**src/rtl/rmsc_pkg.sv**
```systemverilog
/*
  rmsc_pkg: constants, timing counts and state types for the repeater mode
  and sideband control block.
  Assumes a single 50 MHz core clock; times are converted to cycles here.
*/
// Function
// - crossbar orientation taken only at reset; later changes ignored
// - after reset release and ready time, enter default repeater state
// - while chip reset is low, stay powered down
// - in I2C mode first general pin enables UART mode, active low
// - UART mode passes D+ to eD+ and eD- to D-
// - on UART enable rise, after switch time, leave UART mode
// - host or peripheral role from acknowledged eUSB2 configuration
// - UART source select bit moves UART enable to a register bit
// - auto-resume drives resume K and holds remote wake until SOResume
// - resume K starts on USB within hub resume limit
// - L2 interrupt mode disables auto-resume; K driven, eUSB2 held SE0
// - wake after L2 with wake interrupt: interrupt, resume, no eUSB2 wake
// - then wait SOResume without intervening configuration, connect or reset
// - SE0 after L2 with disconnect interrupt: interrupt, hold, await port reset
// - attach detect: debounce attach, then interrupt instead of eUSB2 attach
// - tuning pins start as inputs, sampled in reset, revert on resets
// - tuning pins configurable as output of selected event, open-drain or push-pull
// - input change on tuning pin raises interrupt, edge or level chosen
// - interrupt pin open-drain active low; push-pull polarity selectable
// - interrupt output level, asserted while enabled event pending
// - without I2C host, all three pins are tuning straps only
// - general pins default to UART enable of port 0 and port 1
// - ready no later than ready time after reset release
// - UART to USB mode switch completes within switch time
// - crossbar input latched after reset release and fixed delay
package rmsc_pkg;

  localparam int CLK_MHZ        = 50;
  localparam int READY_TIME_MS  = 3;
  localparam int READY_CYC      = READY_TIME_MS * 1000 * CLK_MHZ;
  localparam int CROSS_DELAY_MS = 1;
  localparam int CROSS_CYC      = CROSS_DELAY_MS * 1000 * CLK_MHZ;
  localparam int MODE_SW_US     = 1;
  localparam int MODE_SW_CYC    = MODE_SW_US * CLK_MHZ;
  localparam int ATTACH_DB_US   = 60;
  localparam int ATTACH_CYC     = ATTACH_DB_US * CLK_MHZ;
  localparam int HUB_RESUME_MS  = 1;
  localparam int UART_START_MS  = 2;
  localparam int NPORT          = 2;
  localparam int MSW_W          = 6;
  localparam int ATT_W          = 12;

  // output event select codes for tuning pins
  localparam logic [1:0] EV_UART  = 2'h0;
  localparam logic [1:0] EV_IRQ   = 2'h1;
  localparam logic [1:0] EV_HOST  = 2'h2;
  localparam logic [1:0] EV_READY = 2'h3;

  // reset values
  localparam logic       CROSS_RST = 1'b0;
  localparam logic [2:0] STRAP_RST = 3'h0;

  typedef enum logic [2:0] {
    PS_RUN,
    PS_L2,
    PS_WAKE_AUTO,
    PS_WAKE_IRQ,
    PS_DISC
  } rmsc_port_e;

endpackage

```
**src/rtl/rmsc_sync.sv**
```systemverilog
/*
  rmsc_sync: two flip-flop synchroniser for a bundle of pin levels.
  Assumes each bit is an independent level; no bus coherence is kept.
*/
`timescale 1ns/100ps
module rmsc_sync #(
  parameter int W = 1
) (
  // clock and reset
  input  wire logic         core_clk,
  input  wire logic         rst,
  // levels
  input  wire logic [W-1:0] async_lvl,
  output logic      [W-1:0] sync_lvl
);

  logic [W-1:0] meta_q;

  always_ff @(posedge core_clk or posedge rst) begin
    if (rst) begin
      meta_q   <= '0;
      sync_lvl <= '0;
    end else begin
      meta_q   <= async_lvl;
      sync_lvl <= meta_q;
    end
  end

endmodule

```
**src/rtl/rmsc_ctrl.sv**
```systemverilog
/*
  rmsc_ctrl: mode and sideband control of a dual repeater: reset sequencing,
  crossbar latch, UART bypass, L2 wake/disconnect/attach interrupts, tuning pins.
  Assumes pins and analog detectors are asynchronous; link events and control
  bits come from logic on core_clk.
*/
`timescale 1ns/100ps
module rmsc_ctrl
  import rmsc_pkg::*;
#(
  parameter int READY_CYCLES = rmsc_pkg::READY_CYC,
  parameter int CROSS_CYCLES = rmsc_pkg::CROSS_CYC
) (
  // clock and reset
  input  wire logic       core_clk,
  input  wire logic       rst,
  // chip pins
  input  wire logic       chip_reset_low,
  input  wire logic       cross_pin,
  input  wire logic       i2c_mode,
  input  wire logic       soft_reset,
  // tuning pins
  input  wire logic       tuning_pin_zero_lvl,
  output logic            tuning_pin_zero_drv,
  output logic            tuning_pin_zero_oe,
  input  wire logic       tuning_pin_one_lvl,
  output logic            tuning_pin_one_drv,
  output logic            tuning_pin_one_oe,
  input  wire logic       tuning_irq_pin_lvl,
  output logic            tuning_irq_pin_drv,
  output logic            tuning_irq_pin_oe,
  // pin and interrupt configuration
  input  wire logic [1:0] io_dir_out,
  input  wire logic [1:0] io_push_pull,
  input  wire logic [1:0] io_zero_config,
  input  wire logic [1:0] io_one_config,
  input  wire logic [1:0] io_irq_enable,
  input  wire logic [1:0] io_irq_level,
  input  wire logic [1:0] io_irq_clear,
  input  wire logic       irq_push_pull,
  input  wire logic       irq_active_high,
  // per-port control
  input  wire logic [1:0] uart_source_select,
  input  wire logic [1:0] uart_port_config,
  input  wire logic [1:0] auto_resume_enable,
  input  wire logic [1:0] remote_wake_irq_enable,
  input  wire logic [1:0] disconnect_irq_enable,
  input  wire logic [1:0] attach_detect_irq_enable,
  input  wire logic [1:0] wake_irq_clear,
  input  wire logic [1:0] disc_irq_clear,
  input  wire logic [1:0] attach_irq_clear,
  // eUSB2 link events
  input  wire logic [1:0] cfg_valid,
  input  wire logic [1:0] cfg_host,
  input  wire logic [1:0] cm_l2_rx,
  input  wire logic [1:0] so_resume_rx,
  input  wire logic [1:0] port_reset_rx,
  // USB side detectors and UART data
  input  wire logic [1:0] usb_wake_det,
  input  wire logic [1:0] usb_se0_det,
  input  wire logic [1:0] usb_attach_det,
  input  wire logic [1:0] usb_dp_rx,
  input  wire logic [1:0] eusb_edn_tx,
  // status
  output logic            power_down,
  output logic            ready,
  output logic            cross_sel,
  output logic            cross_valid,
  output logic      [2:0] strap_eq,
  output logic      [1:0] uart_mode,
  output logic      [1:0] role_host,
  output logic      [1:0] wake_sts,
  output logic      [1:0] disc_sts,
  output logic      [1:0] attach_sts,
  output logic      [1:0] io_sts,
  // repeater drive
  output logic      [1:0] eusb_edp_uart,
  output logic      [1:0] usb_dn_uart,
  output logic      [1:0] usb_resume_k,
  output logic      [1:0] eusb_remote_wake,
  output logic      [1:0] eusb_se0_hold,
  output logic      [1:0] eusb_attach_fwd
);

  localparam int CW = $clog2(READY_CYCLES + 1);

  // synchronised pins
  logic [14:0] pin_s;
  logic        crl_s;
  logic        cross_s;
  logic [1:0]  tp_s;
  logic        irqp_s;
  logic [1:0]  wake_s;
  logic [1:0]  se0_s;
  logic [1:0]  att_s;
  logic [1:0]  dp_s;
  logic [1:0]  edn_s;

  rmsc_sync #(.W(15)) u_sync (
    .core_clk  (core_clk),
    .rst       (rst),
    .async_lvl ({chip_reset_low, cross_pin, tuning_pin_one_lvl,
                 tuning_pin_zero_lvl, tuning_irq_pin_lvl, usb_wake_det,
                 usb_se0_det, usb_attach_det, usb_dp_rx, eusb_edn_tx}),
    .sync_lvl  (pin_s)
  );

  assign crl_s   = pin_s[14];
  assign cross_s = pin_s[13];
  assign tp_s    = pin_s[12:11];
  assign irqp_s  = pin_s[10];
  assign wake_s  = pin_s[9:8];
  assign se0_s   = pin_s[7:6];
  assign att_s   = pin_s[5:4];
  assign dp_s    = pin_s[3:2];
  assign edn_s   = pin_s[1:0];

  wire chip_off = ~crl_s;

  // reset sequencing
  logic [CW-1:0] rdy_cnt_q;
  logic          crl_prev_q;
  wire           rdy_hit   = rdy_cnt_q == CW'(READY_CYCLES - 1);
  wire           cross_hit = rdy_cnt_q == CW'(CROSS_CYCLES - 1);
  wire           chip_edge = crl_s ^ crl_prev_q;

  always_ff @(posedge core_clk or posedge rst) begin
    if (rst) begin
      rdy_cnt_q   <= '0;
      crl_prev_q  <= 1'b0;
      power_down  <= 1'b1;
      ready       <= 1'b0;
      cross_sel   <= CROSS_RST;
      cross_valid <= 1'b0;
      strap_eq    <= STRAP_RST;
    end else begin
      crl_prev_q <= crl_s;
      power_down <= chip_off;
      if (chip_off) begin
        rdy_cnt_q   <= '0;
        ready       <= 1'b0;
        cross_valid <= 1'b0;
        strap_eq    <= {irqp_s, tp_s};
      end else begin
        if (!ready) begin
          rdy_cnt_q <= rdy_cnt_q + CW'(1);
        end
        if (rdy_hit) begin
          ready <= 1'b1;
        end
        if (cross_hit && !cross_valid) begin
          cross_sel   <= cross_s;
          cross_valid <= 1'b1;
        end
      end
    end
  end

  // tuning pin direction guard
  logic [1:0] out_ok_q;
  wire  [1:0] io_out = io_dir_out & out_ok_q & {2{i2c_mode}};

  always_ff @(posedge core_clk or posedge rst) begin
    if (rst) begin
      out_ok_q <= 2'h0;
    end else if (chip_off || chip_edge || soft_reset) begin
      out_ok_q <= 2'h0;
    end else begin
      out_ok_q <= out_ok_q | ~io_dir_out;
    end
  end

  // UART bypass request
  // enable source per port
  wire [1:0] uart_req = {2{i2c_mode}}
                      & ((uart_source_select & uart_port_config)
                      | (~uart_source_select & ~tp_s & ~io_out));

  logic [MSW_W-1:0] msw_cnt_q [NPORT];

  // per-port sequencing
  rmsc_port_e st_q [NPORT];
  rmsc_port_e st_d [NPORT];
  logic [ATT_W-1:0] att_cnt_q [NPORT];
  logic [1:0] wake_set;
  logic [1:0] disc_set;
  logic [1:0] att_set;
  logic [1:0] k_d;

  always_comb begin
    for (int p = 0; p < NPORT; p++) begin
      st_d[p]     = st_q[p];
      wake_set[p] = 1'b0;
      disc_set[p] = 1'b0;
      unique case (st_q[p])
        PS_RUN: begin
          if (role_host[p] && cm_l2_rx[p]) begin
            st_d[p] = PS_L2;
          end
        end
        PS_L2: begin
          if (wake_s[p]) begin
            wake_set[p] = remote_wake_irq_enable[p];
            st_d[p] = remote_wake_irq_enable[p] ? PS_WAKE_IRQ : PS_WAKE_AUTO;
          end else if (se0_s[p] && disconnect_irq_enable[p]) begin
            disc_set[p] = 1'b1;
            st_d[p] = PS_DISC;
          end else if (so_resume_rx[p] || port_reset_rx[p]) begin
            st_d[p] = PS_RUN;
          end
        end
        PS_WAKE_AUTO: begin
          if (so_resume_rx[p]) begin
            st_d[p] = PS_RUN;
          end
        end
        PS_WAKE_IRQ: begin
          if (so_resume_rx[p] || cfg_valid[p] || port_reset_rx[p]) begin
            st_d[p] = PS_RUN;
          end
        end
        PS_DISC: begin
          if (port_reset_rx[p]) begin
            st_d[p] = PS_RUN;
          end
        end
        default: st_d[p] = PS_RUN;
      endcase
      if (uart_mode[p] || !ready) begin
        st_d[p] = PS_RUN;
      end
      k_d[p] = (st_d[p] == PS_WAKE_IRQ)
             || (st_d[p] == PS_WAKE_AUTO && auto_resume_enable[p]);
      att_set[p] = att_cnt_q[p] == ATT_W'(ATTACH_CYC - 1);
    end
  end

  function automatic logic sticky(input logic q, input logic s, input logic c);
    sticky = s | (q & ~c);
  endfunction

  always_ff @(posedge core_clk or posedge rst) begin
    if (rst) begin
      for (int p = 0; p < NPORT; p++) begin
        st_q[p]      <= PS_RUN;
        msw_cnt_q[p] <= '0;
        att_cnt_q[p] <= '0;
      end
      uart_mode        <= 2'h0;
      role_host        <= 2'h0;
      wake_sts         <= 2'h0;
      disc_sts         <= 2'h0;
      attach_sts       <= 2'h0;
      eusb_edp_uart    <= 2'h0;
      usb_dn_uart      <= 2'h0;
      usb_resume_k     <= 2'h0;
      eusb_remote_wake <= 2'h0;
      eusb_se0_hold    <= 2'h0;
      eusb_attach_fwd  <= 2'h0;
    end else begin
      for (int p = 0; p < NPORT; p++) begin
        st_q[p] <= st_d[p];
        if (ready && uart_req[p] != uart_mode[p]) begin
          msw_cnt_q[p] <= msw_cnt_q[p] + MSW_W'(1);
          if (msw_cnt_q[p] == MSW_W'(MODE_SW_CYC - 1)) begin
            uart_mode[p] <= uart_req[p];
            msw_cnt_q[p] <= '0;
          end
        end else begin
          msw_cnt_q[p] <= '0;
        end
        if (role_host[p] && attach_detect_irq_enable[p] && att_s[p] && !att_set[p]) begin
          att_cnt_q[p] <= att_cnt_q[p] + ATT_W'(1);
        end else if (!att_s[p]) begin
          att_cnt_q[p] <= '0;
        end
        if (cfg_valid[p]) begin
          role_host[p] <= cfg_host[p];
        end
      end
      if (chip_off) begin
        uart_mode <= 2'h0;
        role_host <= 2'h0;
      end
      wake_sts   <= sticky(wake_sts[0], wake_set[0], wake_irq_clear[0])
                  ? {sticky(wake_sts[1], wake_set[1], wake_irq_clear[1]), 1'b1}
                  : {sticky(wake_sts[1], wake_set[1], wake_irq_clear[1]), 1'b0};
      disc_sts   <= disc_set | (disc_sts & ~disc_irq_clear);
      attach_sts <= att_set | (attach_sts & ~attach_irq_clear);
      eusb_edp_uart    <= uart_mode & dp_s;
      usb_dn_uart      <= uart_mode & edn_s;
      usb_resume_k     <= k_d;
      for (int p = 0; p < NPORT; p++) begin
        eusb_remote_wake[p] <= st_d[p] == PS_WAKE_AUTO;
        eusb_se0_hold[p]    <= st_d[p] == PS_WAKE_IRQ || st_d[p] == PS_DISC;
      end
      eusb_attach_fwd  <= att_s & ~uart_mode & ~(role_host & attach_detect_irq_enable);
    end
  end

  // tuning pin input change interrupts
  logic [1:0] tp_prev_q;
  wire  [1:0] io_set = {2{i2c_mode}} & ~io_out
                     & ((io_irq_level & tp_s) | (~io_irq_level & (tp_s ^ tp_prev_q)));

  wire pend = i2c_mode & |((wake_sts & remote_wake_irq_enable)
                         | (disc_sts & disconnect_irq_enable)
                         | (attach_sts & attach_detect_irq_enable)
                         | (io_sts & io_irq_enable));

  function automatic logic ev_pick(input logic [1:0] sel, input logic uart_b, input logic irq_b,
                                   input logic host_b, input logic rdy_b);
    unique case (sel)
      EV_UART:  ev_pick = uart_b;
      EV_IRQ:   ev_pick = irq_b;
      EV_HOST:  ev_pick = host_b;
      EV_READY: ev_pick = rdy_b;
    endcase
  endfunction

  wire [1:0] ev = {ev_pick(io_one_config, uart_mode[1], pend, role_host[1], ready),
                   ev_pick(io_zero_config, uart_mode[0], pend, role_host[0], ready)};

  always_ff @(posedge core_clk or posedge rst) begin
    if (rst) begin
      tp_prev_q           <= 2'h0;
      io_sts              <= 2'h0;
      tuning_pin_zero_drv <= 1'b0;
      tuning_pin_zero_oe  <= 1'b0;
      tuning_pin_one_drv  <= 1'b0;
      tuning_pin_one_oe   <= 1'b0;
      tuning_irq_pin_drv  <= 1'b0;
      tuning_irq_pin_oe   <= 1'b0;
    end else begin
      tp_prev_q <= tp_s;
      io_sts    <= io_set | (io_sts & ~io_irq_clear);
      tuning_pin_zero_drv <= io_out[0] & io_push_pull[0] & ev[0];
      tuning_pin_zero_oe  <= io_out[0] & (io_push_pull[0] | ~ev[0]);
      tuning_pin_one_drv  <= io_out[1] & io_push_pull[1] & ev[1];
      tuning_pin_one_oe   <= io_out[1] & (io_push_pull[1] | ~ev[1]);
      tuning_irq_pin_drv  <= i2c_mode & irq_push_pull & (pend ~^ irq_active_high);
      tuning_irq_pin_oe   <= i2c_mode & (irq_push_pull | pend);
    end
  end
endmodule

```
**config.mk**
```make
export PLATFORM = sky130hd
export DESIGN_NAME = rmsc_ctrl
export DESIGN_NICKNAME = d
export VERILOG_FILES = /design/src/rtl/rmsc_pkg.sv /design/src/rtl/rmsc_sync.sv /design/src/rtl/rmsc_ctrl.sv
export SDC_FILE = /design/constraint.sdc
export NUM_CORES = 1
export LEC_CHECK = 0
export BUFFER_PORTS_ARGS = -buffer_cell sky130_fd_sc_hd__buf_2
export CAP_MARGIN = 40
export CORE_UTILIZATION = 50
export DETAILED_ROUTE_END_ITERATION = 8
export GPL_ROUTABILITY_DRIVEN = 0
export PLACE_DENSITY = 0.79
export SYNTH_ARGS = -nofsm -noshare
export SYNTH_HDL_FRONTEND = slang
export SYNTH_SLANG_ARGS = --single-unit
```
**constraint.sdc**
```tcl
create_clock -name core_clk -period 3.86 [get_ports core_clk]
set_clock_uncertainty 0.1 [all_clocks]
set_input_delay 0.193 -clock core_clk [delete_from_list [all_inputs] [get_ports core_clk]]
set_output_delay 0.193 -clock core_clk [all_outputs]
set_load 0.03 [all_outputs]
```
## After elaboration in Yosys (flattened, before gate mapping)

Cells that the tools add are included.

| storage, ports and cells | value |
|---|---|
| flip-flop bits (word level) | 132 |
| logic and storage cells | 244 |

| operators by class | value |
|---|---|
| add/subtract/negate cells | 5 |
| equality and inequality tests | 39 |
| muxes and demuxes | 56 |
| bitwise logic cells | 66 |
| reductions and logical operators | 41 |

Operator list:

| kind | count |
|---|---|
| 12-bit 2-to-1 mux | 4 |
| 3-bit 2-to-1 mux | 16 |
| 2-bit bitwise AND | 22 |
| 18-bit 2-to-1 mux | 2 |
| 3-bit case mux with 5 select lines | 2 |
| 12-bit by 1-bit adder with 12-bit output, second input constant | 2 |
| 12-bit == test, second input constant | 2 |
| 3-bit by 2-bit == test with 1-bit output, second input constant | 8 |
| 6-bit 2-to-1 mux | 4 |
| 1-bit 2-to-1 mux | 23 |
| 2-bit != test, second input constant | 11 |
| 2-bit NOT | 10 |
| 18-bit by 1-bit adder with 18-bit output, second input constant | 1 |
| 18-bit by 16-bit == test with 1-bit output, second input constant | 1 |
| 18-bit == test, second input constant | 1 |
| 2-bit OR | 9 |
| 1-bit logical AND | 15 |
| 1-bit logical OR | 14 |
| 6-bit by 1-bit adder with 6-bit output, second input constant | 2 |
| 1-bit bitwise AND | 12 |
| 3-bit == test, second input constant | 4 |
| 6-bit == test, second input constant | 2 |
| 2-bit == test, second input constant | 4 |
| 1-bit case mux with 4 select lines | 2 |
| 14 further kinds | 34 |

## Depth between registers and ports, before layout

| depth | value |
|---|---|
| word-level depth | 10 |
| depth in mapped cells | 6 |

## By module

Synthesis repeated with hierarchy kept, for this count alone.

| second synthesis, totals | value |
|---|---|
| cell total of the unflattened synthesis | 507 |
| area, all modules | 5599.1 µm² |

Modules (own cells, without submodules):

| module | instances | cells each | area each (µm²) | sequential area each (µm²) |
|---|---|---|---|---|
| rmsc_ctrl | 1 | 476 | 4844.6 | 2553.7 |
| rmsc_sync | 1 | 31 | 754.5 | 750.7 |

## Least setup slack after synthesis

No wires, ideal clock.

| timing path | value |
|---|---|
| path type | reg2reg |
| start point | register rdy_cnt_q[10] |
| end point | register cross_sel |
| library setup time | 125 ps |
| arrival | 1827 ps |
| setup slack | 1808 ps |
| stages on the path, launching flop included | 5 |
| buffers on the path | 0 |
| clock period less this slack | 2052 ps |
| cells stage by stage | dfrtp_1 -> or4b_1 -> or4_4 -> nor3_2 -> mux2_2 |

| on the way | value |
|---|---|
| cells in the longest elaborated chain, start to end | 3 |

RTL lines:

| item | RTL line | RTL |
|---|---|---|
| start, declared | rmsc_ctrl.sv:121 | `logic [CW-1:0] rdy_cnt_q;` |
| start signal, assigned | rmsc_ctrl.sv:146 | `rdy_cnt_q <= rdy_cnt_q + CW'(1);` |
| 18-bit by 16-bit == test with 1-bit output | rmsc_ctrl.sv:124 | `wire cross_hit = rdy_cnt_q == CW'(CROSS_CYCLES - 1);` |
| 1-bit logical AND | rmsc_ctrl.sv:151 | `if (cross_hit && !cross_valid) begin` |
| 2-bit AND reduction (no source line) | - |  |
| end signal, assigned | rmsc_ctrl.sv:152 | `cross_sel <= cross_s;` |
| end, declared | rmsc_ctrl.sv:67 | `output logic cross_sel,` |

No other way between the ends.
A chain may end at the register's enable or synchronous reset.

## Final worst setup path

| timing path | value |
|---|---|
| start point | register wake_sts[1] |
| end point | register tuning_pin_zero_oe |

| on the way | value |
|---|---|
| cells in the longest elaborated chain, start to end | 10 |

RTL lines:

| item | RTL line | RTL |
|---|---|---|
| start, declared | rmsc_ctrl.sv:72 | `output logic [1:0] wake_sts,` |
| start signal, assigned | rmsc_ctrl.sv:285 | `wake_sts <= sticky(wake_sts[0], wake_set[0], wake_irq_clear[0])` |
| 2-bit bitwise AND | rmsc_ctrl.sv:306 | `wire pend = i2c_mode & \|((wake_sts & remote_wake_irq_enable)` |
| 2-bit OR | rmsc_ctrl.sv:307 | `\| (disc_sts & disconnect_irq_enable)` |
| 2-bit OR | rmsc_ctrl.sv:308 | `\| (attach_sts & attach_detect_irq_enable)` |
| 2-bit OR | rmsc_ctrl.sv:309 | `\| (io_sts & io_irq_enable));` |
| 2-bit OR reduction | rmsc_ctrl.sv:306 |  |
| 1-bit bitwise AND | rmsc_ctrl.sv:306 |  |
| 1-bit case mux with 4 select lines | rmsc_ctrl.sv:313 | `unique case (sel)` |
| 1-bit NOT | rmsc_ctrl.sv:338 | `tuning_pin_zero_oe <= io_out[0] & (io_push_pull[0] \| ~ev[0]);` |
| 1-bit OR | rmsc_ctrl.sv:338 |  |
| 1-bit bitwise AND | rmsc_ctrl.sv:338 |  |
| end signal, assigned | rmsc_ctrl.sv:338 |  |
| end, declared | rmsc_ctrl.sv:25 | `output logic tuning_pin_zero_oe,` |

No other way between the ends.

==> metrics <==
outcome=finished, final reports clean; Num CTS Buffers=17; crit-path max cell delay=540 ps; critical path endpoint category=flop; first-pass GRT wire length=21520 um; post-DR wirelength/cell=15.87 um; Vias=4513; placed cell area=0.006280 mm^2; Root Buffer=clkbuf_8; Global Route Usage Sum=0.2456; FMAX=0.4269 GHz; TritonCTS Sinks=132; sequential area share after synthesis=0.5873; RSZ-0062 raised after global routing=no; largest area contributor in the netlist=dfrtp_1; share of cells above drive strength 1=0.2041; port bufs=99; cells along the critical path=a22oi_1, nand4_1, a31oi_1, o31a_1, dlygate4sd3_1; DR vias/cell=5.431; DR iter-0 viols=329; synth unique cells=57; Synth Flop Type=dfrtp_1; placed wire-length estimate=8578 um; Reg clk slew, reported paths=60 ps; Hold Crit Class=primary input to flop; Area Overhead vs Synth=32.15%; fraction of registers with async set/reset=1.000; slew margin rel.=0.5266; vias in the first global route=4599; drt pass-1 iters=6; Sum Neg Setup Slack=0 ps; pre-CTS setup slack=1743 ps; Core ar.=0.01089 mm^2; Syn Area/Cell=11.01 um^2; Final #Nets=749; Synth Register Bits=132; setup violation total in the final timing report=0; ANT cells=0; Yosys top cell area share=0.5826; clock tree from TritonCTS=yes; post_cts resized=0; final hold violations=0; net count after synthesis=581; final worst path period share=0.6069; row count=38; final instance area=0.007436 mm^2; initial core utilization=0.5168; peak supply drop=377.2 uV; H-tree levels=4; Mapped Cells=511; CP Launch Type=flop; Min Clock Period, post-route=2343 ps; total power per unit cell area=439.2 mW/mm^2; most common cell in the netlist=dfrtp_1; Residual DRC=0; Die H=108.1 um; Hold Crit Depth=4; io pins=100; area of the die=0.01168 mm^2; die width=108.1 um; Final WS setup=1517 ps; initial antenna violation count=0; WL final=13190 um; Pwr Total=3.266 mW; post-CTS setup buffer count=0; Final ANT Viol Nets=0; top cells by area, synth=dfrtp_1 (58%), nor2_1 (3.2%), nand2_1 (2.9%); YS warnings=0; EDFF count, synth=0; Clk Latency, worst-skew pair=520 ps; Slew Viols, Final=0; Worst Max-Slew Pin Slew=710.1 ps; Slowest-stage cell, CP=dlygate4sd3_1; total grt overflow=0; hold slack final=37.45 ps; critical path class=flop to flop; most instantiated cells after synthesis=dfrtp_1 (131), nor2_1 (48), nand2_1 (43); top fanout value on the critical path=4; Worst EP required=4210 ps; crit path DAT=2700 ps; largest net degree at the start of global routing=60; maxcap violations=0; Max Buffers Root-to-Sink=2; synthesized area=0.005627 mm^2; leakage=3.516 nW; worst reg-to-reg path cell count=5
==> worst paths after layout <==
| path | start | to | slack [ps] |
|---|---|---|---|
| min | disconnect_irq_enable[0] | st_q[5] | 40 |
| max reg2reg | wake_sts[1] | tuning_pin_zero_oe | 1520 |
| min reg2reg | u_sync.meta_q[1] | u_sync.sync_lvl[1] | 240 |
| max | wake_sts[1] | tuning_pin_zero_oe | 1520 |
| min in group asynchronous | rst | wake_sts[1] | 270 |
| max in group asynchronous | rst | msw_cnt_q[8] | 2380 |
==> per-stage QoR <==
step / util / std cells
5_1_grt: 0.6829 / 831
3_3_place_gp: 0.5768 / 744
4_1_cts: 0.6829 / 831
2_1_floorplan: - / 511
6_report: 0.6829 / 831
3_5_place_dp: 0.5768 / 744
==> critical path: cells and delay by family (launching register included) <==
family | cells | cell delay, ps
compound gates | 3 | 880
flops | 1 | 400
simple gates | 1 | 360
buf+inv | 1 | 540
==> sequential cells by signal, summed over array words and instances (netlist names), 2 cells and up <==
| name | flops |
|---|---|
| att_cnt_q | 24 |
| disc_sts | 2 |
| rdy_cnt_q | 18 |
| wake_sts | 2 |
| io_sts | 2 |
| role_host | 2 |
| eusb_remote_wake | 2 |
| u_sync.meta_q | 15 |
| eusb_se0_hold | 2 |
| attach_sts | 2 |
| strap_eq | 3 |
| eusb_edp_uart | 2 |
| usb_dn_uart | 2 |
| usb_resume_k | 2 |
| eusb_attach_fwd | 2 |
| msw_cnt_q | 12 |
| tp_prev_q | 2 |
| uart_mode | 2 |
| u_sync.sync_lvl | 15 |
| st_q | 6 |
| out_ok_q | 2 |
==> layer usage <==
| metal | GRT usage | wire (um) | share of wire | vias to the layer above |
|---|---|---|---|---|
| li1 | - | - | - | 2124 |
| met1 | 0.2911 | 5557 | 0.42 | 2223 |
| met2 | 0.4122 | 6685 | 0.51 | 142 |
| met3 | 0.08017 | 692 | 0.052 | 24 |
| met4 | 0.09883 | 254 | 0.019 | 0 |
| met5 | 0 | 0 | 0 | - |
==> timing repair <==
item	4_1_cts	5_1_grt
hold buffers	56	0
setup endpoints to repair	0	0
hold endpoints to repair	99	0
==> power by group <==
group,internal (mW),switching [mW],total [mW]
Combinational,0.0910,0.112,0.203
Clock,1.06,0.562,1.62
Sequential,1.42,0.0251,1.44
==> placed cells by master (no fill, tap or decap), types with 4 or more instances in the layout <==
cell type      count
xnor2_1           18
o31a_1             4
or3_1              7
nor4_1             6
nand2_1           43
o21ai_0           16
nand3_1           24
o21a_1             4
a211oi_1           4
clkbuf_16         16
nand2b_1          17
nor3_1            11
nand4_1           14
dfrtp_1          131
inv_1             26
and2_1            14
dlygate4sd3_1     56
nor2_1            48
clkinv_2           4
buf_2             99
a21oi_1           14
bufinv_16          4
and3_1             6
mux2_2             4
a22oi_1            4
nor4bb_1           4
ha_1               7
xor2_1            16
mux2i_1           16
==> kinds of logic after synthesis <==
kind of cell / count (synthesis) / share of synthesized area
multiplexers: 20 / 0.03647
adder cells (fa/ha/maj): 7 / 0.01557
flip-flops: 132 / 0.5873
AO/OA/AOI/OAI: 66 / 0.07672
XOR/XNOR: 34 / 0.05292
buffers and inverters: 36 / 0.02490
AND/OR/NAND/NOR: 216 / 0.2061
==> final cells by class <==
type	instances	area, um^2
Tap cell	140	175.2
Clock buffer	21	439.2
Sequential cell	132	3304
Timing Repair Buffer	157	1071
Clock inverter	10	156.4
Inverter	28	107.6
Fill cell	733	3452
Multi-Input combinational cell	343	2182
Power figures use the tool's default switching activity.
